==> src/design/radio_ctrl_regs.vh <==
`ifndef RADIO_CTRL_REGS_VH
`define RADIO_CTRL_REGS_VH
// serial word layout
`define WORD_BITS 16
`define WORD_MSB 15
`define ADDR_HI 15
`define ADDR_LO 14
`define DATA_MSB 13
`define REG_COUNT 4
`define BIT_COUNT_W 5
// power-control bit lives in register 0, bit 7
`define PWR_REG_IDX 2'h0
`define PWR_BIT_POS 7
// control register reset value
`define REG_RESET 14'h0000
// amplifier early turn-off lead, nanoseconds, and clock period
`define AMP_LEAD_NS 5000
`define CLK_PERIOD_NS 5
// lead in clock cycles: 5000 ns at 5 ns a cycle, sized to the lead counter
`define AMP_LEAD_CYC 11'd1000
`define AMP_CNT_W 11
`endif

==> src/design/sync2.v <==
// ==========================================================
// two-flop synchroniser for a single pin
module sync2 (
  input wire sys_clk_i,
  input wire nrst_i,
  input wire ce_i,
  input wire d_i,
  output wire q_o
);
  reg meta;
  reg stable;
  // first flop feeds only the second
  always @(posedge sys_clk_i or negedge nrst_i) begin
    if (!nrst_i) begin
      meta <= 1'b0;
      stable <= 1'b0;
    end else if (ce_i) begin
      meta <= d_i;
      stable <= meta;
    end
  end
  assign q_o = stable;
endmodule // sync2

==> src/design/radio_serial_ctrl.v <==
// How it works
// [RL1] enable low: sample data at clock rise
// [RL2] enable high: serial clock and data ignored
// [RL3] enable rising edge commits word to register
// [RL4] sixteen-bit words with two-bit register address
// [RL5] msb first, address in top bits
// [RL6] amplifier on with rf, off 5us early
// [RL7] interlock kills amplifier when synth unlocked
// [RL8] open-drain output low when power bit zero
// [RL9] power output updates on receive-select fall
// [RL10] power enable low means standby
// [RL11] receive select high receive, low transmit
`include "radio_ctrl_regs.vh"
module radio_serial_ctrl (
  input wire sys_clk_i,
  input wire nrst_i,
  input wire ce_i,
  input wire ser_clk_i,
  input wire ser_data_i,
  input wire ser_en_i,
  input wire transceiver_power_enable_i,
  input wire receive_select_i,
  input wire tx_rf_present_i,
  input wire tx_rf_end_warn_i,
  input wire synth_locked_i,
  input wire interlock_sel_i,
  input wire tpc_mode_i,
  output reg [`DATA_MSB:0] ctrl_reg0_o,
  output reg [`DATA_MSB:0] ctrl_reg1_o,
  output reg [`DATA_MSB:0] ctrl_reg2_o,
  output reg [`DATA_MSB:0] ctrl_reg3_o,
  output reg word_commit_o,
  output reg standby_o,
  output reg rx_path_on_o,
  output reg tx_path_on_o,
  output reg amplifier_enable_out_o,
  output wire multi_function_out_o,
  output wire multi_function_out_oe_o
);
  // ==========================================================
  // pin synchronisers
  wire [5:0] raw_pins;
  wire [5:0] sync_pins;
  // enable and receive-select idle high: carried inverted so the flops' reset
  // level matches the idle pin and no false edge follows reset
  assign raw_pins = {ser_clk_i, ser_data_i, ~ser_en_i, transceiver_power_enable_i,
    ~receive_select_i, synth_locked_i};
  genvar g;
  generate
    for (g = 0; g < 6; g = g + 1) begin : g_sync
      sync2 u_sync (
        .sys_clk_i(sys_clk_i),
        .nrst_i(nrst_i),
        .ce_i(ce_i),
        .d_i(raw_pins[g]),
        .q_o(sync_pins[g])
      );
    end
  endgenerate
  wire s_clk = sync_pins[5];
  wire s_data = sync_pins[4];
  wire s_en = ~sync_pins[3];
  wire s_pwr = sync_pins[2];
  wire s_rx = ~sync_pins[1];
  wire s_lock = sync_pins[0];

  // ==========================================================
  // edge history, taken from synchronised copies only
  reg clk_d;
  reg en_d;
  reg rx_d;
  always @(posedge sys_clk_i or negedge nrst_i) begin
    if (!nrst_i) begin
      clk_d <= 1'b0;
      en_d <= 1'b1;
      rx_d <= 1'b1;
    end else if (ce_i) begin
      clk_d <= s_clk;
      en_d <= s_en;
      rx_d <= s_rx;
    end
  end
  // data and clock share the same synchroniser depth, so data is read as is
  wire clk_rise = s_clk & ~clk_d;
  wire en_rise = s_en & ~en_d;
  wire rx_fall = ~s_rx & rx_d;

  // ==========================================================
  // shifter: only runs while enable is low
  reg [`WORD_MSB:0] shift;
  reg [`BIT_COUNT_W-1:0] bit_cnt;
  always @(posedge sys_clk_i or negedge nrst_i) begin
    if (!nrst_i) begin
      shift <= {`WORD_BITS{1'b0}};
      bit_cnt <= {`BIT_COUNT_W{1'b0}};
    end else if (ce_i) begin
      if (s_en) begin
        bit_cnt <= {`BIT_COUNT_W{1'b0}}; // see [RL2]
      end else if (clk_rise) begin
        shift <= {shift[`WORD_MSB-1:0], s_data}; // see [RL1] see [RL5]
        if (bit_cnt != `WORD_BITS)
          bit_cnt <= bit_cnt + 1'b1;
      end
    end
  end

  // ==========================================================
  // commit on enable rise; last bit shifted is the lsb
  wire [1:0] waddr = shift[`ADDR_HI:`ADDR_LO]; // see [RL4]
  function sel;
    input [1:0] a;
    input [1:0] idx;
    begin
      sel = (a == idx);
    end
  endfunction
  always @(posedge sys_clk_i or negedge nrst_i) begin
    if (!nrst_i) begin
      ctrl_reg0_o <= `REG_RESET;
      ctrl_reg1_o <= `REG_RESET;
      ctrl_reg2_o <= `REG_RESET;
      ctrl_reg3_o <= `REG_RESET;
      word_commit_o <= 1'b0;
    end else if (ce_i) begin
      word_commit_o <= en_rise;
      if (en_rise) begin
        // short words still commit; the host is expected to send 16 bits
        if (sel(waddr, 2'h0))
          ctrl_reg0_o <= shift[`DATA_MSB:0]; // see [RL3]
        if (sel(waddr, 2'h1))
          ctrl_reg1_o <= shift[`DATA_MSB:0]; // see [RL3]
        if (sel(waddr, 2'h2))
          ctrl_reg2_o <= shift[`DATA_MSB:0]; // see [RL3]
        if (sel(waddr, 2'h3))
          ctrl_reg3_o <= shift[`DATA_MSB:0]; // see [RL3]
      end
    end
  end

  // ==========================================================
  // power-step bit: held until receive-select falls
  reg tx_power_step_bit;
  always @(posedge sys_clk_i or negedge nrst_i) begin
    if (!nrst_i) begin
      tx_power_step_bit <= 1'b0;
    end else if (ce_i) begin
      // the register bit itself is the pending value until the fall
      if (rx_fall)
        tx_power_step_bit <= ctrl_reg0_o[`PWR_BIT_POS]; // see [RL9]
    end
  end
  // open drain: drive low only, release means oe low
  assign multi_function_out_o = 1'b0;
  assign multi_function_out_oe_o = tpc_mode_i & ~tx_power_step_bit & s_pwr; // see [RL8]

  // ==========================================================
  // mode pins
  always @(posedge sys_clk_i or negedge nrst_i) begin
    if (!nrst_i) begin
      standby_o <= 1'b1;
      rx_path_on_o <= 1'b0;
      tx_path_on_o <= 1'b0;
    end else if (ce_i) begin
      standby_o <= ~s_pwr; // see [RL10]
      rx_path_on_o <= s_pwr & s_rx; // see [RL11]
      tx_path_on_o <= s_pwr & ~s_rx; // see [RL11]
    end
  end

  // ==========================================================
  // amplifier enable: on with rf present, drop when warned 5us ahead
  // the warning input marks the start of the lead; a counter then holds
  // the output low for the full lead so rf can be removed safely
  localparam AMP_IDLE = 3'b001;
  localparam AMP_ON = 3'b010;
  localparam AMP_LEAD = 3'b100;
  reg [2:0] amp_state;
  reg [`AMP_CNT_W-1:0] amp_cnt;
  wire amp_block = (interlock_sel_i & ~s_lock) | ~s_pwr | s_rx;
  always @(posedge sys_clk_i or negedge nrst_i) begin
    if (!nrst_i) begin
      amp_state <= AMP_IDLE;
      amp_cnt <= {`AMP_CNT_W{1'b0}};
      amplifier_enable_out_o <= 1'b0;
    end else if (ce_i) begin
      case (amp_state)
        AMP_IDLE: begin
          if (tx_rf_present_i && !tx_rf_end_warn_i)
            amp_state <= AMP_ON; // see [RL6]
        end
        AMP_ON: begin
          if (tx_rf_end_warn_i) begin
            amp_state <= AMP_LEAD; // see [RL6]
            amp_cnt <= `AMP_LEAD_CYC;
          end else if (!tx_rf_present_i) begin
            amp_state <= AMP_IDLE;
          end
        end
        AMP_LEAD: begin
          if (amp_cnt != {`AMP_CNT_W{1'b0}})
            amp_cnt <= amp_cnt - 1'b1;
          else if (!tx_rf_present_i)
            amp_state <= AMP_IDLE;
        end
        default: amp_state <= AMP_IDLE;
      endcase
      amplifier_enable_out_o <= (amp_state == AMP_ON) && !tx_rf_end_warn_i
        && !amp_block; // see [RL7]
    end
  end
endmodule // radio_serial_ctrl

==> config.mk <==
export PLATFORM = sky130hd
export DESIGN_NAME = radio_serial_ctrl
export DESIGN_NICKNAME = d
export VERILOG_FILES = /design/src/design/sync2.v /design/src/design/radio_serial_ctrl.v
export VERILOG_INCLUDE_DIRS = /design/src /design/src/design
export SDC_FILE = /design/constraint.sdc
export NUM_CORES = 1
export LEC_CHECK = 0
export BUFFER_PORTS_ARGS = -buffer_cell sky130_fd_sc_hd__buf_2
export CAP_MARGIN = 20
export CORE_ASPECT_RATIO = 0.6
export CORE_MARGIN = 1.5
export CORE_UTILIZATION = 55
export DETAILED_ROUTE_END_ITERATION = 8
export GPL_TIMING_DRIVEN = 0
export PLACE_DENSITY_LB_ADDON = 0.12
export SYNTH_ARGS = -nofsm -noshare
export SYNTH_HDL_FRONTEND = slang
export SYNTH_SLANG_ARGS = --single-unit
==> constraint.sdc <==
create_clock -name sys_clk_i -period 2 [get_ports sys_clk_i]
set_input_delay 0.1 -clock sys_clk_i [delete_from_list [all_inputs] [get_ports sys_clk_i]]
set_output_delay 0.1 -clock sys_clk_i [all_outputs]
set_load 0.01 [all_outputs]
; Yosys cells after proc, flatten, opt, wreduce, memory -nomap -nowiden
; Cells that the tools add are included.
[op_classes]
n_eq_ne = 10
muxes = 8
n_bitwise = 19
n_addsub = 1
n_reduce_logical = 16
[op_table]
columns = operator, n
row1 = two-way mux 11 bit, 2
row2 = case mux 11 bit (2 select lines), 1
row3 = AND reduction 3 bit, 6
row4 = two-way mux 3 bit, 4
row5 = nonzero test 11 bit, 1
row6 = "subtractor 11 x 1 -> 11 bit, second input constant", 1
row7 = NOT 1 bit, 9
row8 = case mux 3 bit (3 select lines), 1
row9 = bitwise AND 1 bit, 8
row10 = "!= test 2 bit, second input constant", 4
row11 = "== test 2 bit, second input constant", 2
row12 = AND reduction 4 bit, 1
row13 = "== test 3 x 1 -> 1 bit, second input constant", 1
row14 = "== test 3 x 2 -> 1 bit, second input constant", 1
row15 = "== test 3 bit, second input constant", 1
row16 = logical AND 1 bit, 3
row17 = "== test 2 x 1 -> 1 bit, second input constant", 1
row18 = zero test 1 bit, 2
row19 = zero test 2 bit, 1
row20 = OR 1 bit, 2
row21 = AND reduction 2 bit, 1
row22 = nonzero test 2 bit, 1
[totals]
regBits = 107
out_inout_bits = 63
in_bits = 13
word_cells = 82

; Depth between registers and ports, before layout
[depth]
depth_word = 6
depth_mapped = 6

; Hierarchy
; From an unflattened synthesis, not the netlist that was laid out.
[unflattened]
hier_cells = 316
area_unflattened_um2 = 4419.2
[modules_own_cells]
columns = mod, seq_area_each_um2, cells_each, area_per_inst_um2, n_inst
row1 = radio_serial_ctrl, 2382.3, 292, 3983.8, 1
row2 = sync2, 50.0, 4, 72.6, 6

; Worst setup path after synthesis
; Ideal clock, no wire load.
[synth_timing]
path_type = flip-flop to flip-flop
startpoint = reg amp_cnt[0]
endpoint = reg amp_cnt[4]
setup_slack_ps = 202
path_stages_with_launch = 7
period_less_slack_ps = 1798
t_required_ps = 1879
arrival_ps = 1677
setup_time_ps = 121
path_cell_list = dfrtp_1 > inv_1 > ha_1 > or3b_1 > o31ai_2 > nor2_1 > o22a_1
[synth_between]
elab_chain_cells = 3
word_cells_on_any_way = 6
classes_between = 1 x add/sub / 1 x eq/ne / 2 x mux / 2 x reduce/logical
[synth_rtl]
columns = element, line
row1 = "start, declared", radio_serial_ctrl.v:178  ; reg [`AMP_CNT_W-1:0] amp_cnt;
row2 = "start signal, assigned", radio_serial_ctrl.v:183  ; amp_cnt <= {`AMP_CNT_W{1'b0}};
row3 = "start signal, assigned", radio_serial_ctrl.v:194  ; amp_cnt <= `AMP_LEAD_CYC;
row4 = "start signal, assigned", radio_serial_ctrl.v:201  ; amp_cnt <= amp_cnt - 1'b1;
row5 = subtractor 11 x 1 -> 11 bit / nonzero test 11 bit (equally long branches), "radio_serial_ctrl.v:201, radio_serial_ctrl.v:200"
row6 = two-way mux 11 bit / != test 2 bit (equally long branches), --
row7 = case mux 11 bit (2 select lines) / AND reduction 4 bit (equally long branches), --
; Parallel ways exist; a longest one is shown, timed or not. The select of a mux whose other input is x is not followed.
; A chain may end at the register's enable or synchronous reset.

; Final worst setup path
; Ends and elaborated chain as after synthesis.

==> flow_summary.toml <==
[layout]
antenna_cells = 0
drive_gt1_frac = 0.386
fin_nets = 421
areaGrowthSynthToFinish_pct = 21.6
final_core_util = 0.688
n_fill_cell = 562
layoutNonFillerInstCount = 520

[routing]
wl_microns = 8690
ant_nets = 0
routedWlPerCell_microns = 16.7
drc = 0
drt_iter0_markers = 169
firstDrtPassIters = 4
vias = 2832
viasPerCell = 5.45

[clocking]
clock-sinks = 107
clk_latency_ps = 340
clkTransAtPathRegs_ps = 70
cts_tree = "done"
cts_made_buffers = 9
cts.path.max_buffers = 2
cts-htree-levels = 3
cts-root-buf = "clkbuf_16"

[timing]
finalSetupViolCount = 0
fin_ws_ps = 100
worst_slew_pin_slew_ps = 664
fin_crit_ps = 1900
slew_headroom = 0.551
skew_ps = 4.65
fmax_mhz = 526
min_period_over_period = 0.950
final-hold-violation-count = 0
timing.final.max_slew_violations = 0
rsz0062_at_grt = "no"

[placement]
numPortBuffers = 73
dpl.cell_count = 494
routabilityCongestion = 0.849
hpwl_microns = 5990
preCtsSetupSlack_ps = -137

[synth]
syn_area_per_cell_sq_um = 14.2
ys.flop_type = "dfrtp_1"
synth_area_leaders = "dfrtp_1, mux2_2, mux2_1, dfstp_2, mux2i_1"
synthDistinctLibCells = 49
mappedNetlistArea_sq_um = 4420
async_reset_ff_frac = 1.00
netlist_instances = 312
synth_edf_count = 0
yosysWarnings = 0
synth_top_cell_by_area = "dfrtp_1"
yosysSeqAreaShare = 0.607
yosysTopAreaCellShare = 0.583
synth.ff_latch_count = 107
syn_nets = 326

[worst_setup_path]
r2r-start = "amp_cnt[0]$_DFFE_PN0P_"
reg2reg_depth = 6
critPathArrivalTime_ps = 2130
crit_end = "amp_cnt[4]$_DFFE_PN0P_"
critPathLaunch = "amp_cnt[0]$_DFFE_PN0P_"
cp-start-kind = "register"
crit_fanout = 7
end_kind = "register"
critical_path_required_ps = 2230
reg2reg_to = "amp_cnt[4]$_DFFE_PN0P_"
critPathKind = "reg2reg"
regToRegSetupSlack_ps = 100

[pwr]
irDropWorstVdd_uv = 615
power_density_nw_per_um2 = 1030
p_leak_nw = 2.80

[grt]
grt_pass1_wl_microns = 14200
antenna_found_initial = 0
grt_overflow = 0
grt.total_usage = 0.218
grt_max_degree = 75
grt_pass1_vias = 2729

[worst_hold_path]
hold_path_class = "in2reg"

[die]
num_rows = 25
dieHeight_microns = 72.5
die_w_microns = 119
core_area_sq_um = 7820
ios = 76
start_util = 0.566
dieArea_sq_um = 8610

[status]
status = "finished, final reports clean"

[flow_run]
maxCapViolCount = 0
-- worst min path at each step --
stage                                           from                           endpoint  cells after the start
after floorplan                               nrst_i             amp_cnt[0]$_DFFE_PN0P_                      0
after global placement                      ser_en_i  g_sync[3].u_sync.meta$_DFFE_PN0P_                      2
after detailed placement                      nrst_i             amp_cnt[1]$_DFFE_PN0P_                      1
after CTS                 transceiver_power_enable_i  g_sync[2].u_sync.meta$_DFFE_PN0P_                      2
after global routing      transceiver_power_enable_i  g_sync[2].u_sync.meta$_DFFE_PN0P_                      2
final                     transceiver_power_enable_i  g_sync[2].u_sync.meta$_DFFE_PN0P_                      2
-- kinds of logic (layout without fill, tap and decap cells) --
family | after synthesis | count (layout) | synth area share
mux | 93 | 93 | 0.235
flops | 107 | 107 | 0.607
simple gates | 54 | 54 | 0.0778
buf+inv | 23 | 123 | 0.0240
fa+ha+maj | 1 | 1 | 0.00283
other cells | 1 | 1 | 0.000848
compound gates | 33 | 33 | 0.0529
-- flip-flops by register name (all words and copies together) (netlist names) --
register,cells
amplifier_enable_out_o,1
rx_d,1
shift,16
g_sync.u_sync.meta,6
ctrl_reg1_o,14
standby_o,1
ctrl_reg3_o,14
g_sync.u_sync.q_o,6
rx_path_on_o,1
tx_path_on_o,1
ctrl_reg2_o,14
amp_cnt,11
ctrl_reg0_o,14
tx_power_step_bit,1
clk_d,1
word_commit_o,1
en_d,1
amp_state,3
-- critical path, stage by stage (launching register included) --
cell	delay (ps)
dfrtp_1	410
inv_1	100
ha_1	230
or3b_4	440
o31ai_4	340
nor2_1	80
o22a_1	200
-- metal layers --
| layer | wire length, microns | track usage | up-vias |
|---|---|---|---|
| met5 | 0 | 0 | - |
| met4 | 91 | 0.0857 | 0 |
| met3 | 495 | 0.0558 | 7 |
| met2 | 3730 | 0.305 | 73 |
| met1 | 4380 | 0.329 | 1435 |
| li1 | - | - | 1317 |
-- where the power goes --
group          internal (W)  total [W]  switching [W]
clock network       0.00104    0.00177       0.000737
registers           0.00247    0.00281       0.000345
logic              0.000486   0.000967       0.000481
-- per-stage QoR --
stage	total power (W)	hold WS, ps	area, sq um	TNS (ps)
floorplan	0.00338	-196	4420	0
global placement	0.00367	295	4920	-31720
finish	0.00555	18.6	5380	0
global route	0.00584	12.6	5380	0
CTS	0.00554	11.0	5350	0
detailed placement	0.00373	76.1	4950	-1810
-- repair_timing --
action,CTS,global route
setup buffers,2,2
hold endpoints to repair,38,0
setup endpoints to repair,22,23
pin swaps,2,1
hold buffers,6,0
gates resized for setup,2,5
-- cell type report --
cell class | count | area (sq um) | share of cell area
Clock buffer | 12 | 256 | 0.0477
Timing Repair Buffer | 84 | 485 | 0.0903
Clock inverter | 4 | 48.8 | 0.00908
Inverter | 11 | 41.3 | 0.00768
Buffer | 12 | 66.3 | 0.0123
Multi-Input combinational cell | 182 | 1660 | 0.309
Sequential cell | 107 | 2680 | 0.499
Tap cell | 108 | 135 | 0.0251
-- synth_stat cells, types with 5 or more instances --
| cell type | n |
|---|---|
| nor2_1 | 11 |
| mux2_2 | 44 |
| mux2_1 | 43 |
| mux2i_1 | 6 |
| dfrtp_1 | 103 |
| nand3_1 | 5 |
| inv_1 | 11 |
| nand2_1 | 8 |
| clkbuf_1 | 7 |
| o31ai_1 | 6 |
| nor3_1 | 5 |
| o21ai_0 | 10 |
-- cells in the final DEF (no fill, tap or decap), types with 2 or more instances in the layout --
cell | netlist | final
clkbuf_8 | 0 | 2
buf_2 | 1 | 73
nor2b_1 | 4 | 4
clkbuf_1 | 7 | 7
nor3_1 | 5 | 5
nand2_1 | 8 | 8
clkinv_2 | 0 | 2
dfrtp_1 | 103 | 103
o21ai_0 | 10 | 10
mux2_2 | 44 | 44
a211oi_1 | 2 | 2
or3b_4 | 0 | 2
nor3b_4 | 1 | 2
buf_4 | 3 | 8
mux2_1 | 43 | 43
dlygate4sd3_1 | 0 | 6
dfstp_2 | 4 | 4
inv_1 | 11 | 11
o22a_1 | 2 | 2
or4_4 | 2 | 2
o41ai_1 | 2 | 2
clkbuf_16 | 0 | 9
mux2i_1 | 6 | 6
a31oi_1 | 2 | 2
o31ai_1 | 6 | 6
nand3_1 | 5 | 5
nor2_1 | 11 | 11
Power figures use the tool's default switching activity.
